**config.mk**
```make
export PLATFORM = sky130hd
export DESIGN_NAME = pmcap_regs_top
export DESIGN_NICKNAME = d
export VERILOG_FILES = /design/src/hw/pmcap_pkg.sv /design/src/hw/pmcap_regs_top.sv /design/src/hw/pmcap_sticky_flag.sv /design/src/hw/pmcap_pstate_ctl.sv
export VERILOG_INCLUDE_DIRS = /design/src /design/src/hw
export SDC_FILE = /design/constraint.sdc
export NUM_CORES = 1
export LEC_CHECK = 0
export BUFFER_PORTS_ARGS = -buffer_cell sky130_fd_sc_hd__buf_4
export CAP_MARGIN = 20
export CORE_ASPECT_RATIO = 1.5
export CORE_MARGIN = 2
export CORE_UTILIZATION = 29
export DETAILED_ROUTE_END_ITERATION = 8
export PLACE_DENSITY = 0.81
export SLEW_MARGIN = 20
export SYNTH_ARGS = -nofsm -noshare
export SYNTH_HDL_FRONTEND = slang
export SYNTH_SLANG_ARGS = --single-unit
```
**constraint.sdc**
```tcl
create_clock -name ref_clk -period 0.8 [get_ports ref_clk]
set_input_delay 0.04 -clock ref_clk [delete_from_list [all_inputs] [get_ports ref_clk]]
set_output_delay 0.04 -clock ref_clk [all_outputs]
set_load 0.03 [all_outputs]
```
**src/hw/pmcap_regs.svh**
```systemverilog
// offsets, field positions, reset values and fixed field codes of the power management capability
`ifndef PMCAP_REGS_SVH
`define PMCAP_REGS_SVH

// byte offsets in configuration space
`define PMCAP_OFF_CAP          8'h46
`define PMCAP_OFF_CSR          8'h48
`define PMCAP_OFF_BSE          8'h4A
`define PMCAP_OFF_DATA         8'h4B

// capabilities word field positions
`define PMCAP_CAP_COLD_BIT     15
`define PMCAP_CAP_MASK_HI      14
`define PMCAP_CAP_MASK_LO      11
`define PMCAP_CAP_D2_BIT       10
`define PMCAP_CAP_D1_BIT       9
`define PMCAP_CAP_AUX_HI       8
`define PMCAP_CAP_AUX_LO       6
`define PMCAP_CAP_DSI_BIT      5
`define PMCAP_CAP_RSVD_BIT     4
`define PMCAP_CAP_CLK_BIT      3
`define PMCAP_CAP_REV_HI       2
`define PMCAP_CAP_REV_LO       0

// control/status word field positions
`define PMCAP_CSR_STAT_BIT     15
`define PMCAP_CSR_EN_BIT       8
`define PMCAP_CSR_PS_HI        1
`define PMCAP_CSR_PS_LO        0

// fixed field codes
`define PMCAP_WAKE_STATE_MASK  4'hF
`define PMCAP_AUX_SELF         3'h0
`define PMCAP_AUX_55MA         3'h1
`define PMCAP_SPEC_REV         3'h2

// reset values
`define PMCAP_CAP_RESET        16'h7E02
`define PMCAP_CSR_RESET        16'h0000
`define PMCAP_BSE_RESET        8'h00
`define PMCAP_DATA_RESET       8'h00

`endif

```
**src/hw/pmcap_pkg.sv**
```systemverilog
// types shared by the power management capability files
package pmcap_pkg;

   // power state codes, in field order
   typedef enum logic [1:0] {
      PMCAP_D0,
      PMCAP_D1,
      PMCAP_D2,
      PMCAP_D3HOT
   } pmcap_pstate_t;

endpackage

```
**src/hw/pmcap_regs_top.sv**
```systemverilog
// power management capability register set in configuration space
`timescale 1ns/1ps
`include "pmcap_regs.svh"
//
// Overview of operation
// - capability bit 15 follows cold wake config
// - wake state mask reads 1111b
// - deep doze support bit hardwired one
// - light doze support bit hardwired one
// - aux current 000b unless cold support, 001b
// - device specific init bit reads zero
// - reserved capability bit 4 reads zero
// - wake needs bus clock bit reads zero
// - spec revision field reads 010b
// - function reset leaves control/status untouched
// - wake status flag readable, host clears it
// - data scale and select bits read zero
// - wake signal enable gates wake signalling
// - control/status bits 7 to 2 zero
// - host writes power state, device reports it
// - power state changes on every field write
// - status, enable, state reset only by global reset
// - bridge extension and data bytes read zero
//
module pmcap_regs_top #(
   parameter int DW_ADDR_W = 6
) (
   // clock and global reset
   input  wire logic                 ref_clk,
   input  wire logic                 rst_b,
   // configuration access, one dword per request
   input  wire logic                 cfg_req,
   input  wire logic                 cfg_we,
   input  wire logic [DW_ADDR_W-1:0] cfg_dw_addr,
   input  wire logic [3:0]           cfg_be,
   input  wire logic [31:0]          cfg_wdata,
   output logic      [31:0]          cfg_rdata,
   output logic                      cfg_ack,
   // side inputs
   input  wire logic                 cold_wake_config_bit,
   input  wire logic                 wake_event,
   // function controls
   output logic      [1:0]           power_state_field,
   output logic                      fn_reset_pulse,
   output logic                      wake_request,
   output logic                      cold_state_wake_support
);

   localparam logic [7:0] CAP_OFF = `PMCAP_OFF_CAP;
   localparam logic [7:0] CSR_OFF = `PMCAP_OFF_CSR;
   localparam logic [DW_ADDR_W-1:0] CAP_DW = DW_ADDR_W'(CAP_OFF[7:2]);
   localparam logic [DW_ADDR_W-1:0] CSR_DW = DW_ADDR_W'(CSR_OFF[7:2]);

   logic        hit_cap;
   logic        hit_csr;
   logic        csr_wr;
   logic        ps_wr;
   logic        en_wr;
   logic        stat_clr;
   logic        wake_signal_enable_r;
   logic        wake_status_flag;
   logic [2:0]  aux_current;
   logic [15:0] cap_word;
   logic [15:0] csr_word;
   logic [31:0] rdata_nxt;
   logic        rd_cap_q;
   logic        rd_csr_q;

   // address decode and write strobes
   assign hit_cap  = cfg_req && (cfg_dw_addr == CAP_DW);
   assign hit_csr  = cfg_req && (cfg_dw_addr == CSR_DW);
   assign csr_wr   = hit_csr && cfg_we;
   assign ps_wr    = csr_wr && cfg_be[0];
   assign en_wr    = csr_wr && cfg_be[1];
   assign stat_clr = en_wr && cfg_wdata[`PMCAP_CSR_STAT_BIT];

   // cold wake support follows the config bit
   always_ff @(posedge ref_clk or negedge rst_b) begin
      if (!rst_b) begin
         cold_state_wake_support <= 1'b0;
      end else begin
         cold_state_wake_support <= cold_wake_config_bit;
      end
   end

   // wake enable, global reset only
   always_ff @(posedge ref_clk or negedge rst_b) begin
      if (!rst_b) begin
         wake_signal_enable_r <= 1'b0;
      end else if (en_wr) begin
         wake_signal_enable_r <= cfg_wdata[`PMCAP_CSR_EN_BIT];
      end
   end

   // wake status flag, write one to clear
   pmcap_sticky_flag u_wake_stat (
      .ref_clk (ref_clk),
      .rst_b   (rst_b),
      .set_evt (wake_event),
      .clr_evt (stat_clr),
      .flag_r  (wake_status_flag)
   );

   // power state and function reset pulse
   pmcap_pstate_ctl u_pstate (
      .ref_clk    (ref_clk),
      .rst_b      (rst_b),
      .wr_en      (ps_wr),
      .wr_val     (cfg_wdata[`PMCAP_CSR_PS_HI:`PMCAP_CSR_PS_LO]),
      .state_r    (power_state_field),
      .fn_reset_r (fn_reset_pulse)
   );

   // wake signalling gated by enable
   always_ff @(posedge ref_clk or negedge rst_b) begin
      if (!rst_b) begin
         wake_request <= 1'b0;
      end else begin
         wake_request <= wake_status_flag && wake_signal_enable_r;
      end
   end

   // capabilities word, read-only, bit 15 and aux current follow cold support
   assign aux_current = cold_state_wake_support ? `PMCAP_AUX_55MA : `PMCAP_AUX_SELF;
   always_comb begin
      cap_word = 16'h0000;
      cap_word[`PMCAP_CAP_COLD_BIT] = cold_state_wake_support;
      cap_word[`PMCAP_CAP_MASK_HI:`PMCAP_CAP_MASK_LO] = `PMCAP_WAKE_STATE_MASK;
      cap_word[`PMCAP_CAP_D2_BIT] = 1'b1;
      cap_word[`PMCAP_CAP_D1_BIT] = 1'b1;
      cap_word[`PMCAP_CAP_AUX_HI:`PMCAP_CAP_AUX_LO] = aux_current;
      cap_word[`PMCAP_CAP_REV_HI:`PMCAP_CAP_REV_LO] = `PMCAP_SPEC_REV;
   end

   // control/status word, unused fields zero
   always_comb begin
      csr_word = 16'h0000;
      csr_word[`PMCAP_CSR_STAT_BIT] = wake_status_flag;
      csr_word[`PMCAP_CSR_EN_BIT] = wake_signal_enable_r;
      csr_word[`PMCAP_CSR_PS_HI:`PMCAP_CSR_PS_LO] = power_state_field;
   end

   // read mux, other dwords answer zero
   always_comb begin
      rdata_nxt = 32'h0000_0000;
      if (hit_cap) begin
         rdata_nxt = {cap_word, 16'h0000};
      end else if (hit_csr) begin
         rdata_nxt = {`PMCAP_DATA_RESET, `PMCAP_BSE_RESET, csr_word};
      end
   end

   // registered answer one cycle after request
   always_ff @(posedge ref_clk or negedge rst_b) begin
      if (!rst_b) begin
         cfg_ack   <= 1'b0;
         cfg_rdata <= 32'h0000_0000;
      end else begin
         cfg_ack   <= cfg_req;
         cfg_rdata <= (cfg_req && !cfg_we) ? rdata_nxt : 32'h0000_0000;
      end
   end

   // what the current answer holds
   always_ff @(posedge ref_clk or negedge rst_b) begin
      if (!rst_b) begin
         rd_cap_q <= 1'b0;
         rd_csr_q <= 1'b0;
      end else begin
         rd_cap_q <= hit_cap && !cfg_we;
         rd_csr_q <= hit_csr && !cfg_we;
      end
   end
endmodule

```
**src/hw/pmcap_sticky_flag.sv**
```systemverilog
// sticky status flag, set by hardware, cleared by software, set wins
`timescale 1ns/1ps
module pmcap_sticky_flag (
   // clock and global reset
   input  wire logic ref_clk,
   input  wire logic rst_b,
   // set and clear requests
   input  wire logic set_evt,
   input  wire logic clr_evt,
   // flag state
   output logic      flag_r
);

   // set beats a clear in the same cycle
   always_ff @(posedge ref_clk or negedge rst_b) begin
      if (!rst_b) begin
         flag_r <= 1'b0;
      end else if (set_evt) begin
         flag_r <= 1'b1;
      end else if (clr_evt) begin
         flag_r <= 1'b0;
      end
   end

endmodule

```
**src/hw/pmcap_pstate_ctl.sv**
```systemverilog
// power state holder with the leave-d3hot function reset pulse
`timescale 1ns/1ps
module pmcap_pstate_ctl (
   // clock and global reset
   input  wire logic       ref_clk,
   input  wire logic       rst_b,
   // state write from configuration
   input  wire logic       wr_en,
   input  wire logic [1:0] wr_val,
   // state and reset pulse
   output logic [1:0]      state_r,
   output logic            fn_reset_r
);

   pmcap_pkg::pmcap_pstate_t cur_r;
   pmcap_pkg::pmcap_pstate_t cur_nxt;

   // new state on every write of the field
   always_comb begin
      cur_nxt = cur_r;
      if (wr_en) begin
         cur_nxt = pmcap_pkg::pmcap_pstate_t'(wr_val);
      end
   end

   // state register, cleared by the global reset only
   always_ff @(posedge ref_clk or negedge rst_b) begin
      if (!rst_b) begin
         cur_r <= pmcap_pkg::PMCAP_D0;
      end else begin
         cur_r <= cur_nxt;
      end
   end

   // mirror of the state as a plain field
   always_ff @(posedge ref_clk or negedge rst_b) begin
      if (!rst_b) begin
         state_r <= 2'h0;
      end else begin
         state_r <= cur_nxt;
      end
   end

   // one-cycle function reset on d3hot to d0
   always_ff @(posedge ref_clk or negedge rst_b) begin
      if (!rst_b) begin
         fn_reset_r <= 1'b0;
      end else begin
         fn_reset_r <= wr_en && (cur_r == pmcap_pkg::PMCAP_D3HOT) && (wr_val == 2'h0);
      end
   end

endmodule

```
==> impl_metrics.csv <==
group,metric,value,unit
sta,holdWs,-0.0721,ns
setup_path,crit_fanout,2,
yosys,synth-simple-area-share,18.8,%
yosys,synth_compound_area_share,1.19,%
power_and_ir_drop,p_per_area,1320,nW/µm²
global_route,grt_pass1_vias,462,
layout,register_area,353,µm²
route,wl,1570,µm
clock_tree,cts_tree,"done",
clock_tree,root_buffer,"clkbuf_4",
route,vias,548,
sta,hold_viol,2,
yosys,synth_top_family_by_area,"buffers and inverters",
yosys,yosysUniqueCellTypes,17,
placement,dpl.hpwl,1180,µm
sta,finClkSkew,0.00190,ns
yosys,yosys-top-cells-area,"dfrtp_1 48%, buf_4 27%, mux2_1 4.6%",
sta,setup_viol,24,
setup_path,worstSetupStartpoint,"u_pstate.cur_r[0]",
power_and_ir_drop,clkPwrFrac,27.7,%
power_and_ir_drop,seqPwrFrac,48.6,%
run_status,outcome,"finished with violations",
floorplan,design.die.area,2950,µm²
yosys,syn_area_per_cell,11.5,µm²
yosys,yosysTopAreaCell,"dfrtp_1",
setup_path,worstPathArrival,0.92,ns
floorplan,start_util,30.3,%
global_route,grt_max_degree,15,
global_route,grt_pass1_wl,2210,µm
yosys,synth_area,733,µm²
hold_path,min-delay-start,"cfg_wdata[0]",
sta,period_needed,0.959,ns
layout,drive_gt1_share,56.1,%
clock_tree,clk_latency,0.28,ns
setup_path,endpoint_kind,"primary output",
floorplan,die_w,45.1,µm
sta,drv_slew,0,
yosys,ys_seq_area_share,47.8,%
floorplan,core.rowCount,22,
global_route,grt_usage,10.2,%
flow_run,maxCapViolCount,0,
hold_path,worstHoldPathType,"in -> reg",
clock_tree,h-tree-depth,1,
power_and_ir_drop,p_sw,0.000458,W
placement,gp_congestion,0.834,
floorplan,die_h,65.6,µm
route,vias_per_cell,4.18,
route,wl_per_cell,12.0,µm
layout,fill_cells,239,
clock_tree,cts_made_buffers,3,
route,final_antenna_net_count,0,
layout,design_area,1140,µm²
sta,layout_setup_ws,-0.159,ns
clock_tree,cts_sinks,14,
floorplan,coreArea,2420,µm²
sta,finalCritPeriodShare,120,%
run_status,violations,"negative hold slack, negative setup slack",
setup_path,critPathKind,"reg -> out",
power_and_ir_drop,p_leak,0.608,nW
yosys,yosys_warnings,0,
sta,rsz0062_at_grt,"true",
route,drtPass1Iterations,4,
setup_path,timing.rr.start,"u_pstate.cur_r[0]",
placement,port_buffers,36,
floorplan,io_pins,86,
power_and_ir_drop,pwr-share-comb,23.7,%
route,drc_errors,0,
global_route,grt-ovfl-total,0,
sta,setup_tns,-2.00,ns
setup_path,cp-start-kind,"flop",
yosys,synth_fa_ha_area_share,0,%
layout,antennaDiodeCount,0,
layout,syn_to_final_growth,56.1,%
clock_tree,cts_buffer_depth,2,
yosys,synth_xor_area_share,0,%
yosys,synthMuxAreaShare,4.61,%
placement,placed_cell_area,938,µm²
route,drt_iter0_drc,5,
layout,fin_nets,156,
power_and_ir_drop,irDropWorstVdd,0.939,mV
power_and_ir_drop,intPower,0.00105,W
power_and_ir_drop,swShare,30.3,%
yosys,synth_cells,64,
yosys,synth_top_area_share,47.8,%
yosys,ys_ff_latch,14,
setup_path,critPathRequiredTime,0.76,ns
clock_tree,path_clk_slew,0.08,ns
layout,multi_input_area,302,µm²
global_route,antenna_found_initial,0,
sta,max_clock_freq,1.04,GHz
-- cells by family (layout without fill, tap and decap cells) --
group / count (synthesis) / after routing
other: 1 / 19
AO/OA/AOI/OAI: 1 / 1
flip-flops: 14 / 14
buffers and inverters: 27 / 52
AND/OR/NAND/NOR: 18 / 18
multiplexers: 3 / 3
-- sequential cells by signal, indices dropped and copies added (netlist names) --
name,flops
cfg_rdata,6
u_pstate.cur_r,2
cfg_ack,1
cold_state_wake_support,1
u_pstate.fn_reset_r,1
u_wake_stat.flag_r,1
wake_request,1
wake_signal_enable_r,1
-- per-layer routing --
layer,part of all wire (%),GRT usage (%)
met3,8.9,1.92
met5,0,0
met1,32,11.1
met4,2.0,5.15
met2,57,18.0
-- cell usage after synthesis --
library cell and n:
buf_4 26, nand4_1 1, nor4_1 2, nand2_1 2, mux2_1 3, conb_1 1
and4b_2 1, nand2b_1 2, o22a_1 1, and2_1 5, dfrtp_1 14, inv_1 1
nor4b_4 1, nor2b_1 1, nand4_2 1, and3b_1 1, nor3_1 1
-- cells in the final DEF, fill, tap and decap left out, types with 2 or more instances in the layout --
cell type and instances:
mux2_4 3, dfrtp_2 2, buf_6 18, and2_1 4, dfrtp_1 12, conb_1 19
dlygate4sd3_1 4, buf_4 25, nand2b_1 2, clkbuf_4 3
-- worst max-delay path: stages, from the launching register on --
cell     delay (ns)
dfrtp_1        0.40
buf_6          0.12
buf_6          0.13
-- power groups by stage --
stage / clock network, W / logic (W) / registers, W
floorplan: 0 / 0.000215 / 0.000771
global placement: 0 / 0.000293 / 0.000745
detailed placement: 0 / 0.000297 / 0.000747
CTS: 0.000413 / 0.000340 / 0.000734
global route: 0.000453 / 0.000378 / 0.000736
finish: 0.000419 / 0.000358 / 0.000734
-- layout make-up --
| class | count | area share (%) |
|---|---|---|
| timing repair buffer | 47 | 37.6 |
| multi-input combinational | 41 | 26.3 |
| clock buffer | 4 | 2.30 |
| sequential | 14 | 30.8 |
| inverter | 1 | 0.328 |
| tap | 24 | 2.62 |
-- path summary, 6_finish.rpt --
kind                                            to  slack, ns  cells after the start
max in group asynchronous  cold_state_wake_support       0.49                      2
min reg2reg                           wake_request       0.54                      1
max reg2reg                      u_pstate.cur_r[0]      -0.11                      2
min                            u_pstate.fn_reset_r      -0.07                      2
max                           power_state_field[0]      -0.16                      2
min in group asynchronous             cfg_rdata[8]       0.14                      2
-- per-stage QoR --
step / power (W) / worst slack (ns) / hold slack [ns] / util (%) / instances
2_1_floorplan: 0.000986 / -0.152 / -0.256 / - / 82
3_3_place_gp: 0.00104 / -0.321 / -0.108 / 38.7 / 120
3_5_place_dp: 0.00104 / -0.382 / -0.105 / 38.7 / 120
4_1_cts: 0.00149 / -0.152 / -0.0735 / 45.0 / 130
5_1_grt: 0.00157 / -0.195 / -0.0798 / 47.3 / 131
6_report: 0.00151 / -0.159 / -0.0721 / 47.3 / 131
-- what timing repair did --
item,in CTS,in global routing
setup endpoints to repair,24,27
pin swaps,2,0
hold buffers,3,1
endpoints found under the hold margin,17,2
buffers inserted,3,0
resized for setup,19,10
Power figures use the tool's default switching activity.
